[src/pg_mask_defines.svh]
// Constants for the power-good output mask bank: register indices, byte
// addresses, field positions, reset values and bus timing.
// Assumes inclusion by bare name from the package and the design module.
//
// Summary of operation
// [RQ1] Output high only when unmasked sources good.
// [RQ2] Pin four mask A: ldo2, switch A, bucks.
// [RQ3] Pin four mask B upper: enable inputs.
// [RQ4] Pin four mask B lower: other rails.
// [RQ5] Shared bit source chosen by OTP strap.
// [RQ6] Pin two mask A same rail layout.
// [RQ7] Masks software read/write; set bit ignores.
`ifndef PG_MASK_DEFINES_SVH
`define PG_MASK_DEFINES_SVH

// Printed offsets are register indices; byte address is four times these.
`define PGPIN4_MASK_A_IDX 8'hA6
`define PGPIN4_MASK_B_IDX 8'hA7
`define PGPIN2_MASK_A_IDX 8'hA8
`define REG_ADDR_W 12

// Reset value of every mask register (all sources included).
`define MASK_RESET 8'h00

// Field positions in the rail mask (A) registers.
`define MA_ADJ_LDO_TWO 7
`define MA_SWITCH_A_ONE 6
`define MA_STEP_DOWN_LO 0

// Field positions in the second mask (B) register.
`define MB_EN_FIVE 7
`define MB_EN_FOUR 6
`define MB_EN_TWO 5
`define MB_EN_ONE 4
`define MB_TERM 3
`define MB_SHARED 2
`define MB_SWITCH_B_ONE 1
`define MB_ADJ_LDO_THREE 0

// Edges after reset release before the strap synchroniser holds the pin.
`define STRAP_SETTLE 2'h2

// Access phase wait states inserted by the slave.
`define APB_WAIT_CYCLES 1

`endif

[src/pg_mask_pkg.sv]
// Types shared by the power-good output mask bank.
// Assumes the defines header is available on the include path.
`include "pg_mask_defines.svh"

package pg_mask_pkg;

    // One byte-wide mask register; a set bit removes its source.
    typedef logic [7:0] mask_type;

    // Register selected by the current bus address.
    typedef enum logic [1:0] {
        SEL_NONE,
        SEL_PIN4_A,
        SEL_PIN4_B,
        SEL_PIN2_A
    } reg_sel_type;

endpackage

[src/power_good_output_mask_bank.sv]
// Power-good aggregation for output pins four and two behind an APB slave.
// Assumes all power-good and enable inputs are asynchronous pins and that
// the OTP source select is static once the device leaves reset.
`timescale 1ns/1ps
`include "pg_mask_defines.svh"

module power_good_output_mask_bank (
    input wire logic pclk,
    input wire logic presetn,
    input wire logic psel,
    input wire logic penable,
    input wire logic pwrite,
    input wire logic [`REG_ADDR_W-1:0] paddr,
    input wire logic [31:0] pwdata,
    output logic [31:0] prdata,
    output logic pready,
    output logic pslverr,
    input wire logic [5:0] step_down_rail_pg,
    input wire logic switch_a_one_pg,
    input wire logic adj_ldo_two_pg,
    input wire logic adj_ldo_three_pg,
    input wire logic switch_b_one_pg,
    input wire logic switch_b_two_pg,
    input wire logic adj_ldo_one_pg,
    input wire logic termination_regulator_pg,
    input wire logic enable_input_one,
    input wire logic enable_input_two,
    input wire logic enable_input_four,
    input wire logic enable_input_five,
    input wire logic otp_shared_is_ldo,
    output logic pg_output_pin_four,
    output logic pg_output_pin_two
);

    ////////////////////////////////////////////////////////////////////////
    // Input synchronisers.

    logic [17:0] raw_in;
    logic [17:0] meta_q;
    logic [17:0] sync_q;

    // All pins are gathered so one two-stage chain covers them.
    // Layout: 17 strap, 16..13 enables five/four/two/one, 12 termination,
    // 11 ldo one, 10 switch b two, 9 switch b one, 8 ldo three,
    // 7 ldo two, 6 switch a one, 5..0 step-down rails.
    assign raw_in = {otp_shared_is_ldo, enable_input_five, enable_input_four,
        enable_input_two, enable_input_one, termination_regulator_pg,
        adj_ldo_one_pg, switch_b_two_pg, switch_b_one_pg, adj_ldo_three_pg,
        adj_ldo_two_pg, switch_a_one_pg, step_down_rail_pg};

    // The first stage feeds only the second, which everything else reads.
    always_ff @(posedge pclk or negedge presetn) begin
        if (!presetn) begin
            meta_q <= 18'h00000;
            sync_q <= 18'h00000;
        end else begin
            meta_q <= raw_in;
            sync_q <= meta_q;
        end
    end

    ////////////////////////////////////////////////////////////////////////
    // OTP strap capture.

    logic strap_taken_q;
    logic strap_taken_d;
    logic shared_is_ldo_q;
    logic shared_is_ldo_d;
    logic [1:0] strap_cnt_q;
    logic [1:0] strap_cnt_d;

    // The synchroniser is cleared by reset, so the strap is only taken once
    // the chain holds the real pin; later pin noise cannot flip it.
    always_comb begin
        strap_cnt_d = strap_taken_q ? strap_cnt_q : strap_cnt_q + 2'h1;
        strap_taken_d = strap_taken_q || (strap_cnt_q == `STRAP_SETTLE);
        shared_is_ldo_d = strap_taken_q ? shared_is_ldo_q : sync_q[17];
    end

    always_ff @(posedge pclk or negedge presetn) begin
        if (!presetn) begin
            strap_cnt_q <= 2'h0;
            strap_taken_q <= 1'b0;
            shared_is_ldo_q <= 1'b0;
        end else begin
            strap_cnt_q <= strap_cnt_d;
            strap_taken_q <= strap_taken_d;
            shared_is_ldo_q <= shared_is_ldo_d;
        end
    end

    ////////////////////////////////////////////////////////////////////////
    // Source vectors laid out like the mask registers.

    logic [7:0] src_a;
    logic [7:0] src_b;
    logic shared_pg;

    // [RQ5] OTP picks shared source.
    assign shared_pg = shared_is_ldo_q ? sync_q[11] : sync_q[10];

    // [RQ2] Rail layout, mask A.
    assign src_a = {sync_q[7], sync_q[6], sync_q[5:0]};

    // [RQ3] Enable inputs, mask B.
    // [RQ4] Other rails, mask B.
    assign src_b = {sync_q[16], sync_q[15], sync_q[14], sync_q[13],
        sync_q[12], shared_pg, sync_q[9], sync_q[8]};

    ////////////////////////////////////////////////////////////////////////
    // APB slave and mask registers.

    pg_mask_pkg::mask_type pin4_a_q, pin4_a_d;
    pg_mask_pkg::mask_type pin4_b_q, pin4_b_d;
    pg_mask_pkg::mask_type pin2_a_q, pin2_a_d;
    pg_mask_pkg::reg_sel_type sel;
    logic [31:0] prdata_d;
    logic pready_d;
    logic pslverr_d;
    logic xfer_done;

    // Word-aligned decode; the low address bits must be zero.
    always_comb begin
        if (paddr == {2'b00, `PGPIN4_MASK_A_IDX, 2'b00}) begin
            sel = pg_mask_pkg::SEL_PIN4_A;
        end else if (paddr == {2'b00, `PGPIN4_MASK_B_IDX, 2'b00}) begin
            sel = pg_mask_pkg::SEL_PIN4_B;
        end else if (paddr == {2'b00, `PGPIN2_MASK_A_IDX, 2'b00}) begin
            sel = pg_mask_pkg::SEL_PIN2_A;
        end else begin
            sel = pg_mask_pkg::SEL_NONE;
        end
    end

    // One wait state keeps all bus outputs registered.
    assign xfer_done = psel && penable && pready;

    // [RQ7] Masks read and write.
    always_comb begin
        pin4_a_d = pin4_a_q;
        pin4_b_d = pin4_b_q;
        pin2_a_d = pin2_a_q;
        pready_d = psel && penable && !pready;
        pslverr_d = psel && penable && !pready &&
            (sel == pg_mask_pkg::SEL_NONE);
        prdata_d = 32'h00000000;
        if (psel && penable && !pready && !pwrite) begin
            case (sel)
                pg_mask_pkg::SEL_PIN4_A: prdata_d = {24'h000000, pin4_a_q};
                pg_mask_pkg::SEL_PIN4_B: prdata_d = {24'h000000, pin4_b_q};
                pg_mask_pkg::SEL_PIN2_A: prdata_d = {24'h000000, pin2_a_q};
                default: prdata_d = 32'h00000000;
            endcase
        end
        if (xfer_done && pwrite) begin
            case (sel)
                pg_mask_pkg::SEL_PIN4_A: pin4_a_d = pwdata[7:0];
                pg_mask_pkg::SEL_PIN4_B: pin4_b_d = pwdata[7:0];
                pg_mask_pkg::SEL_PIN2_A: pin2_a_d = pwdata[7:0];
                default: pin4_a_d = pin4_a_q;
            endcase
        end
    end

    always_ff @(posedge pclk or negedge presetn) begin
        if (!presetn) begin
            pin4_a_q <= `MASK_RESET;
            pin4_b_q <= `MASK_RESET;
            pin2_a_q <= `MASK_RESET;
            prdata <= 32'h00000000;
            pready <= 1'b0;
            pslverr <= 1'b0;
        end else begin
            pin4_a_q <= pin4_a_d;
            pin4_b_q <= pin4_b_d;
            pin2_a_q <= pin2_a_d;
            prdata <= prdata_d;
            pready <= pready_d;
            pslverr <= pslverr_d;
        end
    end

    ////////////////////////////////////////////////////////////////////////
    // Power-good trees.

    logic [7:0] keep4_a;
    logic [7:0] keep4_b;
    logic [7:0] keep2_a;
    logic pin4_d;
    logic pin2_d;

    // [RQ7] Set bit forces good.
    genvar gi;
    generate
        for (gi = 0; gi < 8; gi = gi + 1) begin : g_term
            assign keep4_a[gi] = src_a[gi] | pin4_a_q[gi];
            assign keep4_b[gi] = src_b[gi] | pin4_b_q[gi];
            assign keep2_a[gi] = src_a[gi] | pin2_a_q[gi];
        end
    endgenerate

    // [RQ1] AND of unmasked terms.
    // [RQ6] Pin two uses rail mask only.
    always_comb begin
        pin4_d = (&keep4_a) & (&keep4_b);
        pin2_d = &keep2_a;
    end

    always_ff @(posedge pclk or negedge presetn) begin
        if (!presetn) begin
            pg_output_pin_four <= 1'b0;
            pg_output_pin_two <= 1'b0;
        end else begin
            pg_output_pin_four <= pin4_d;
            pg_output_pin_two <= pin2_d;
        end
    end
endmodule

[config.mk]
export PLATFORM = sky130hd
export DESIGN_NAME = power_good_output_mask_bank
export DESIGN_NICKNAME = d
export VERILOG_FILES = /design/src/pg_mask_pkg.sv /design/src/power_good_output_mask_bank.sv
export VERILOG_INCLUDE_DIRS = /design/src /design/src/src
export SDC_FILE = /design/constraint.sdc
export NUM_CORES = 1
export LEC_CHECK = 0
export ABC_AREA = 1
export BUFFER_PORTS_ARGS = -buffer_cell sky130_fd_sc_hd__buf_4
export CORE_ASPECT_RATIO = 1.1
export CORE_MARGIN = 2
export CORE_UTILIZATION = 50
export DETAILED_ROUTE_END_ITERATION = 7
export PLACE_DENSITY = 0.77
export SETUP_SLACK_MARGIN = 0.5
export SLEW_MARGIN = 40
export SYNTH_ARGS = -nofsm -noshare
export SYNTH_HDL_FRONTEND = slang
export SYNTH_SLANG_ARGS = --single-unit
[constraint.sdc]
create_clock -name pclk -period 1.6 [get_ports pclk]
set_input_delay 0.32 -clock pclk [delete_from_list [all_inputs] [get_ports pclk]]
set_output_delay 0.32 -clock pclk [all_outputs]
set_load 0.02 [all_outputs]
; Word-level counts from Yosys, hierarchy flattened
; Index checks and enable logic that the tools add are counted.
[classes]
n_addsub = 1
n_eq_ne = 7
mux = 6
bitwise = 25
reduce_logical = 16
[op_table]
columns = op, count
row1 = $eq 12x10->1 const B, 3
row2 = $mux 32, 1
row3 = $or 1x1->1, 24
row4 = $pmux 8 s3, 1
row5 = $reduce_and 8->1, 3
row6 = $eq 2x2->1 const B, 3
row7 = $logic_and 1x1->1, 6
row8 = $mux 2, 3
row9 = $reduce_and 2->1, 3
row10 = $add 2x1->2 const B, 1
row11 = $eq 2x1->1 const B, 1
row12 = $logic_not 1->1, 2
row13 = $logic_not 2->1, 1
row14 = $and 1x1->1, 1
row15 = $logic_or 1x1->1, 1
row16 = $mux 1, 1
[totals]
ff_bits = 100
out_inout_bits = 36
word_cells = 68

; Logic depth before layout (Yosys ltp)
; Gate-level depths: netlist of the first run.
[logic_depth]
word_depth = 7
ltp_mapped = 9
depth_no_buf = 8

; Least setup slack after synthesis of the first run
; OpenSTA, ideal clock, no wires.
[synth_timing]
kind = register to register
from = register pready
to = register pin2_a_q[0]
arrival_time_ns = 1.201
required_ns = 1.479
setup_slack_ns = 0.279
stages_incl_launch_ff = 5
n_path_buf = 1
period_less_slack_ns = 1.321
path_cell_list = dfrtp_1 > nand4_4 > clkbuf_1 > o21ai_1 > nand2_1
[synth_between]
elab_chain_cells = 3
[synth_lines]
columns = element, line
row1 = from (decl), power_good_output_mask_bank.sv:16  ; output logic pready,
row2 = from (signal assigned), power_good_output_mask_bank.sv:178  ; pready <= pready_d;
row3 = $logic_and 1x1->1, power_good_output_mask_bank.sv:136  ; assign xfer_done = psel && penable && pready;
row4 = $logic_and 1x1->1, power_good_output_mask_bank.sv:155  ; if (xfer_done && pwrite) begin
row5 = $reduce_and 2->1 (no source line), --
row6 = to (signal assigned), power_good_output_mask_bank.sv:169  ; pin2_a_q <= `MASK_RESET;
row7 = to (signal assigned), power_good_output_mask_bank.sv:176  ; pin2_a_q <= pin2_a_d;
row8 = to (decl), power_good_output_mask_bank.sv:115  ; pg_mask_pkg::mask_type pin2_a_q, pin2_a_d;
; No other way between the ends.
; A chain may end at the register's enable or synchronous reset.

; Final worst setup path of the first run
[layout_timing]
from = register pready
to = register prdata[5]
[layout_between]
elab_chain_cells = 4
[layout_lines]
columns = element, line
row1 = $logic_not 1->1, --
row2 = $logic_and 1x1->1, --
row3 = named net pready_d, power_good_output_mask_bank.sv:118  ; logic pready_d;
row4 = $logic_and 1x1->1, power_good_output_mask_bank.sv:147  ; if (psel && penable && !pready && !pwrite) begin
row5 = $mux 32, power_good_output_mask_bank.sv:147
row6 = named net prdata_d[5], power_good_output_mask_bank.sv:117  ; logic [31:0] prdata_d;
row7 = to (signal assigned), power_good_output_mask_bank.sv:177  ; prdata <= prdata_d;
row8 = to (decl), power_good_output_mask_bank.sv:15  ; output logic [31:0] prdata,
; The timed path passes the listed nets, and every way through them passes these cells.

==> flow_summary.toml, run 1 <==
[setup_path]
cpPeakStageDelay_ps = 450
cp_data_arrival_time_ps = 1560
crit_chain = "nor2_4 > inv_2 > or2_4 > a21oi_4 > nand2_1 > inv_1"
crit_cells = 6
start_kind = "register"
worstSetupPathType = "register to register"
reg2regPathDepth = 6
path_delay_family = "flip-flops"
critPathSlowestCell = "dfrtp_2"
critPathMaxFanout = 8
worst-endpoint-required_ps = 1870
cp-end-kind = "register"
critPathBufInv = 2

[placed_design]
numPortBuffers = 54
place_hpwl_um = 4520
placed_cell_area_sq_um = 3670
dp_cells = 444
gp_congestion = 0.868
dpl_worst_slack_ps = 81.8

[yosys]
yosysSeqAreaShare_pct = 59.6
yosysTopAreaCell = "dfrtp_1"
netlist_area_sq_um = 3190
synth_edf_count = 0
synth_top_family_by_area = "simple AND/OR/NAND/NOR gates"
synthSimpleGateAreaFrac_pct = 24.0
synth_cell_types = 32
async_flop_share_pct = 100
synth-xor-area-share_pct = 0.275
synth_top_area_share_pct = 59.6
muxShareOfSynthArea_pct = 0.353
synthAdderAreaFrac_pct = 0.392
ys_seq_elements = 76
ys.flop_type = "dfrtp_1"
synth.area.top_cells = "dfrtp_1, nand2_1, buf_4, nand3_1, o21ai_1"
synthCells = 304
synth_compound_area_share_pct = 6.31
synth.avg_cell_area_sq_um = 10.5
yosysWarningCount = 0

[timing]
rsz0062_at_grt = "true"
final-setup-viol-count = 0
fin_skew_ps = 8.47
layout_setup_ws_ps = 318
min_period_ps = 1280
hold_viol = 0
hold_ws_ps = 82.3
finalMaxSlewViolations = 0
fin_setup_tns_ps = 0
fin_crit_sh_pct = 80.1
fmax_mhz = 780

[clocking]
clk_pin_slew_ps = 70
numCtsBuffers = 9
clock_sinks = 76
htree_levels = 3
clk_latency_ps = 340
cts_buffer_depth = 2
cts_tree = "built"
root_buffer = "clkbuf_8"

[route]
drt-pass1-iter-count = 4
ant_nets = 0
drt-wirelength-per-cell_um = 13.3
drt_iter0_drc = 208
wl_um = 6320
drcViolationCount = 0
vias = 2321
vias_per_cell = 4.88

[die]
die_area_sq_um = 7040
start_util_pct = 51.8
die_height_um = 87.8
die_x_um = 80.2
core_area_sq_um = 6160
rows = 30
io_pins = 103

[finish]
layout_commonest_cell = "dfrtp_1"
final-instance-count-excl-fill = 476
final_cell_mix = "dfrtp_1, buf_4, nand2_1"
utilization_pct = 66.4
drive_gt1_share_pct = 31.3
fin_area_sq_um = 4090
area_delta_synth_final_pct = 28.1
final_nets = 459
n_antenna_cell = 0

[pwr]
irDropWorstVdd_v = 0.000641
leakage_nw = 2.25
power_density_nw_per_um2 = 942
p_total_mw = 3.85

[flow_run]
cap_violations = 0

[worst_hold_path]
min_path_cells = 1
hp-class = "input pin to register"

[grt]
overflow = 0
grt_usage_pct = 19.7
grt_pass1_wl_um = 10400
grt_pass1_vias = 2207
antenna_found_initial = 0
grt_max_degree = 31

[outcome]
status = "completed"
[final cells by class]
class	count	area, sq um
clock inverters	4	72.6
well taps	80	100
inverters	23	86.3
fillers	482	2070
clock buffers	12	145
flip-flops and latches	76	1900
repair buffers	80	669
multi-input cells	201	1110
[synthesized netlist by cell type (2+ instances only)]
| cell | n |
|---|---|
| a21oi_1 | 3 |
| buf_4 | 24 |
| clkbuf_1 | 2 |
| dfrtp_1 | 76 |
| inv_1 | 21 |
| inv_2 | 2 |
| nand2_1 | 63 |
| nand2_2 | 2 |
| nand2_4 | 3 |
| nand3_1 | 33 |
| nor2_1 | 15 |
| nor2_2 | 2 |
| nor2_4 | 5 |
| nor2_8 | 5 |
| nor3_1 | 3 |
| o21ai_0 | 4 |
| o21ai_1 | 22 |
| o22ai_1 | 5 |
[cell families (layout without fill, tap and decap cells)]
group / count (synthesis) / in the layout
other: 1 / 24
and+or+nand+nor: 138 / 138
AOI/OAI and AO/OA: 36 / 36
DFF: 76 / 76
adders and majority gates: 1 / 1
buffers and inverters: 50 / 119
muxes: 1 / 1
xor gates and xnor gates: 1 / 1
[registers in the layout, summed over array words and instances, names as in the netlist]
name and count:
meta_q 18, sync_q 18, pin2_a_q 8, pin4_a_q 8, pin4_b_q 8, prdata 8, strap_cnt_q 2, pg_output_pin_four 1
pg_output_pin_two 1, pready 1, pslverr 1, shared_is_ldo_q 1, strap_taken_q 1
[power by group]
group | internal (mW) | switching (mW) | leakage [nW] | total, mW
clock network | 0.919 | 0.646 | 0.107 | 1.57
registers | 1.97 | 0.0193 | 0.947 | 1.99
logic | 0.118 | 0.176 | 1.20 | 0.293
[layer usage]
metal	global-route usage (%)	routed length, um	vias up
met4	11.1	170	0
li1	-	-	1109
met2	31.1	3240	104
met3	3.71	409	13
met1	25.9	2500	1095
met5	0	0	-
[path summary, 6_finish.rpt]
kind	start	to	slack (ps)
setup / recovery	pready	prdata[5]	320
hold / removal	switch_b_one_pg	meta_q[9]	80
setup reg to reg	pready	prdata[5]	320
hold reg to reg	meta_q[17]	sync_q[17]	340
max in group asynchronous	presetn	pg_output_pin_two	630
min in group asynchronous	presetn	sync_q[11]	450
[repair_timing]
action,CTS,global route
pin swaps,5,5
setup buffers,9,6
hold endpoints to repair,27,0
setup endpoints to repair,45,46
hold buffers,1,0
resized for setup,12,5
Note: power is estimated with default switching activity, not from simulation.
==> run 2: changes to the inputs <==
Clock period 1.6 ns to 1.25 ns, I/O delays scaled along.
==> run 2 against run 1 <==
Against the previous run:
- the flow now finishes with violations (negative hold slack, negative setup slack)
- power grew 28%
- cell area rose by 14%
- global-route usage grew 4.2 points
- sequential power increased by 28%
- largest cell class unchanged
==> flow_summary.toml, run 2 (same netlist as run 1, synthesis figures left out) <==
[pwr]
p_int_mw = 3.71
irDropWorstVdd_v = 0.00105
power_density_nw_per_um2 = 1060
swShare_pct = 24.8
power_frac_seq_pct = 51.7
power_frac_comb_pct = 9.6
clockPowerShare_pct = 38.7
leakage_nw = 2.47
p_switching_mw = 1.22

[setup_path]
cp_data_arrival_time_ps = 1660
rrSetupSlack_ps = -180
reg2regPathDepth = 6
reg2reg_from = "pready"
start_kind = "register"
cp-end-kind = "register"
worst-endpoint-required_ps = 1480
critPathMaxFanout = 5
cp-startpoint = "pready"
worstSetupPathType = "register to register"
rr_endpoint = "pin2_a_q[5]"

[timing]
min_period_ps = 1430
rsz0062_at_grt = "true"
final-setup-viol-count = 28
layout_setup_ws_ps = -179
finalMaxSlewViolations = 0
hold_viol = 21
fmax_mhz = 700
fin_skew_ps = 7.95
fin_crit_sh_pct = 114
fin_setup_tns_ps = -1870
hold_ws_ps = -218

[clocking]
clock_sinks = 76
holdBufCountCts = 17
cts_tree = "built"
clk_latency_ps = 350
cts_buffer_depth = 2
clk_pin_slew_ps = 80
htree_levels = 3
numCtsBuffers = 9
root_buffer = "clkbuf_8"

[route]
vias_per_cell = 5.32
drt_iter0_drc = 263
drt-wirelength-per-cell_um = 16.9
wl_um = 8590
drcViolationCount = 0
ant_nets = 0
drt-pass1-iter-count = 5
vias = 2708

[die]
start_util_pct = 51.8
die_height_um = 87.8
die_area_sq_um = 7040
core_area_sq_um = 6160
die_x_um = 80.2
io_pins = 103
rows = 30

[grt]
overflow = 0
antenna_found_initial = 0
grt_pass1_wl_um = 12400
grt_usage_pct = 23.9
grt_max_degree = 34
grt_pass1_vias = 2638

[finish]
final_nets = 492
utilization_pct = 75.7
reg_top3 = "meta_q: 18 flops, sync_q: 18 flops"
n_antenna_cell = 0
layout_commonest_cell = "dfrtp_1"
area_delta_synth_final_pct = 46.1
final_cell_mix = "dfrtp_1, buf_4, nand2_1"
final-instance-count-excl-fill = 509
drive_gt1_share_pct = 43.6

[outcome]
status = "complete, but fails checks"
violations = "negative hold slack, negative setup slack"

[placed_design]
gp_congestion = 0.863
dp_cells = 456
place_hpwl_um = 4700
numPortBuffers = 54

[worst_hold_path]
hp-class = "input pin to asynchronous set/reset pin"

[flow_run]
cap_violations = 0
==> run 2: cell count changes in the layout (fill, tap and decap cells not counted), moves of 3 or more <==
| cell | before | now |
|---|---|---|
| buf_6 | 11 | 15 |
| dlygate4sd3_1 | 1 | 17 |
| buf_4 | 66 | 71 |
| o21ai_1 | 22 | 1 |
| nand2_2 | 3 | 8 |
| nor2_4 | 6 | 9 |
| inv_1 | 20 | 15 |
| nor2_1 | 15 | 12 |
| nand2_1 | 62 | 56 |
| buf_12 | 2 | 5 |
| o21ai_0 | 4 | 1 |
| o21ai_2 | 0 | 22 |
| inv_2 | 3 | 8 |
==> run 2: what timing repair did <==
| item | in CTS | in global routing |
|---|---|---|
| pin swaps | 14 | 35 |
| gates cloned | 4 | 1 |
| resized for setup | 35 | 28 |
| buffers inserted | 8 | 7 |
| hold endpoints to repair | 38 | 21 |
| setup endpoints to repair | 50 | 52 |
==> run 2: per-layer routing <==
metal | vias up | wire length, um | global-route usage [%]
li1 | 1187 | - | -
met1 | 1304 | 3100 | 27.6
met2 | 170 | 4440 | 41.1
met3 | 47 | 621 | 5.26
met4 | 0 | 428 | 13.6
met5 | - | 0 | 0
==> run 2: per-stage QoR <==
step / worst slack (ps) / hold slack (ps) / instance area (sq um) / total power, mW
2_1_floorplan: 56.2 / -45.6 / 3340 / 2.80
6_report: -179 / -218 / 4660 / 4.93
3_5_place_dp: -155 / 161 / 3830 / 2.98
5_1_grt: -174 / -205 / 4660 / 5.08
3_3_place_gp: -111 / 161 / 3830 / 2.96
4_1_cts: -56.6 / -213 / 4480 / 4.91
==> run 2: layout make-up <==
class                      instances  area, sq um
inverter                          23         86.3
sequential                        76         1900
clock buffer                      10          138
multi-input combinational        203         1320
fill                             394         1490
timing repair buffer             111         1050
tap                               80          100
clock inverter                     6         62.6
==> run 2: critical path, stage by stage, from the launching register on <==
cell       delay (ps)
dfrtp_2           410
buf_6             120
nand4_4           160
buf_12            210
clkbuf_16         160
o21ai_2           140
nand2_1           100
==> run 2: power groups by stage <==
stage / Combinational (mW) / Clock [mW] / Sequential, mW
2_1_floorplan: 0.205 / 0 / 2.59
3_3_place_gp: 0.371 / 0 / 2.59
3_5_place_dp: 0.380 / 0 / 2.60
4_1_cts: 0.449 / 1.91 / 2.55
5_1_grt: 0.506 / 2.02 / 2.56
6_report: 0.472 / 1.91 / 2.55
==> run 2: worst max path at each step <==
stage / to / cells after the start / slack (ps)
4_1_cts: prdata[0] / 6 / -60
5_1_grt: pin2_a_q[5] / 6 / -170
3_3_place_gp: pin4_b_q[2] / 8 / -110
3_5_place_dp: pin4_b_q[3] / 8 / -160
2_1_floorplan: prdata[0] / 6 / 60
6_report: pin2_a_q[5] / 6 / -180
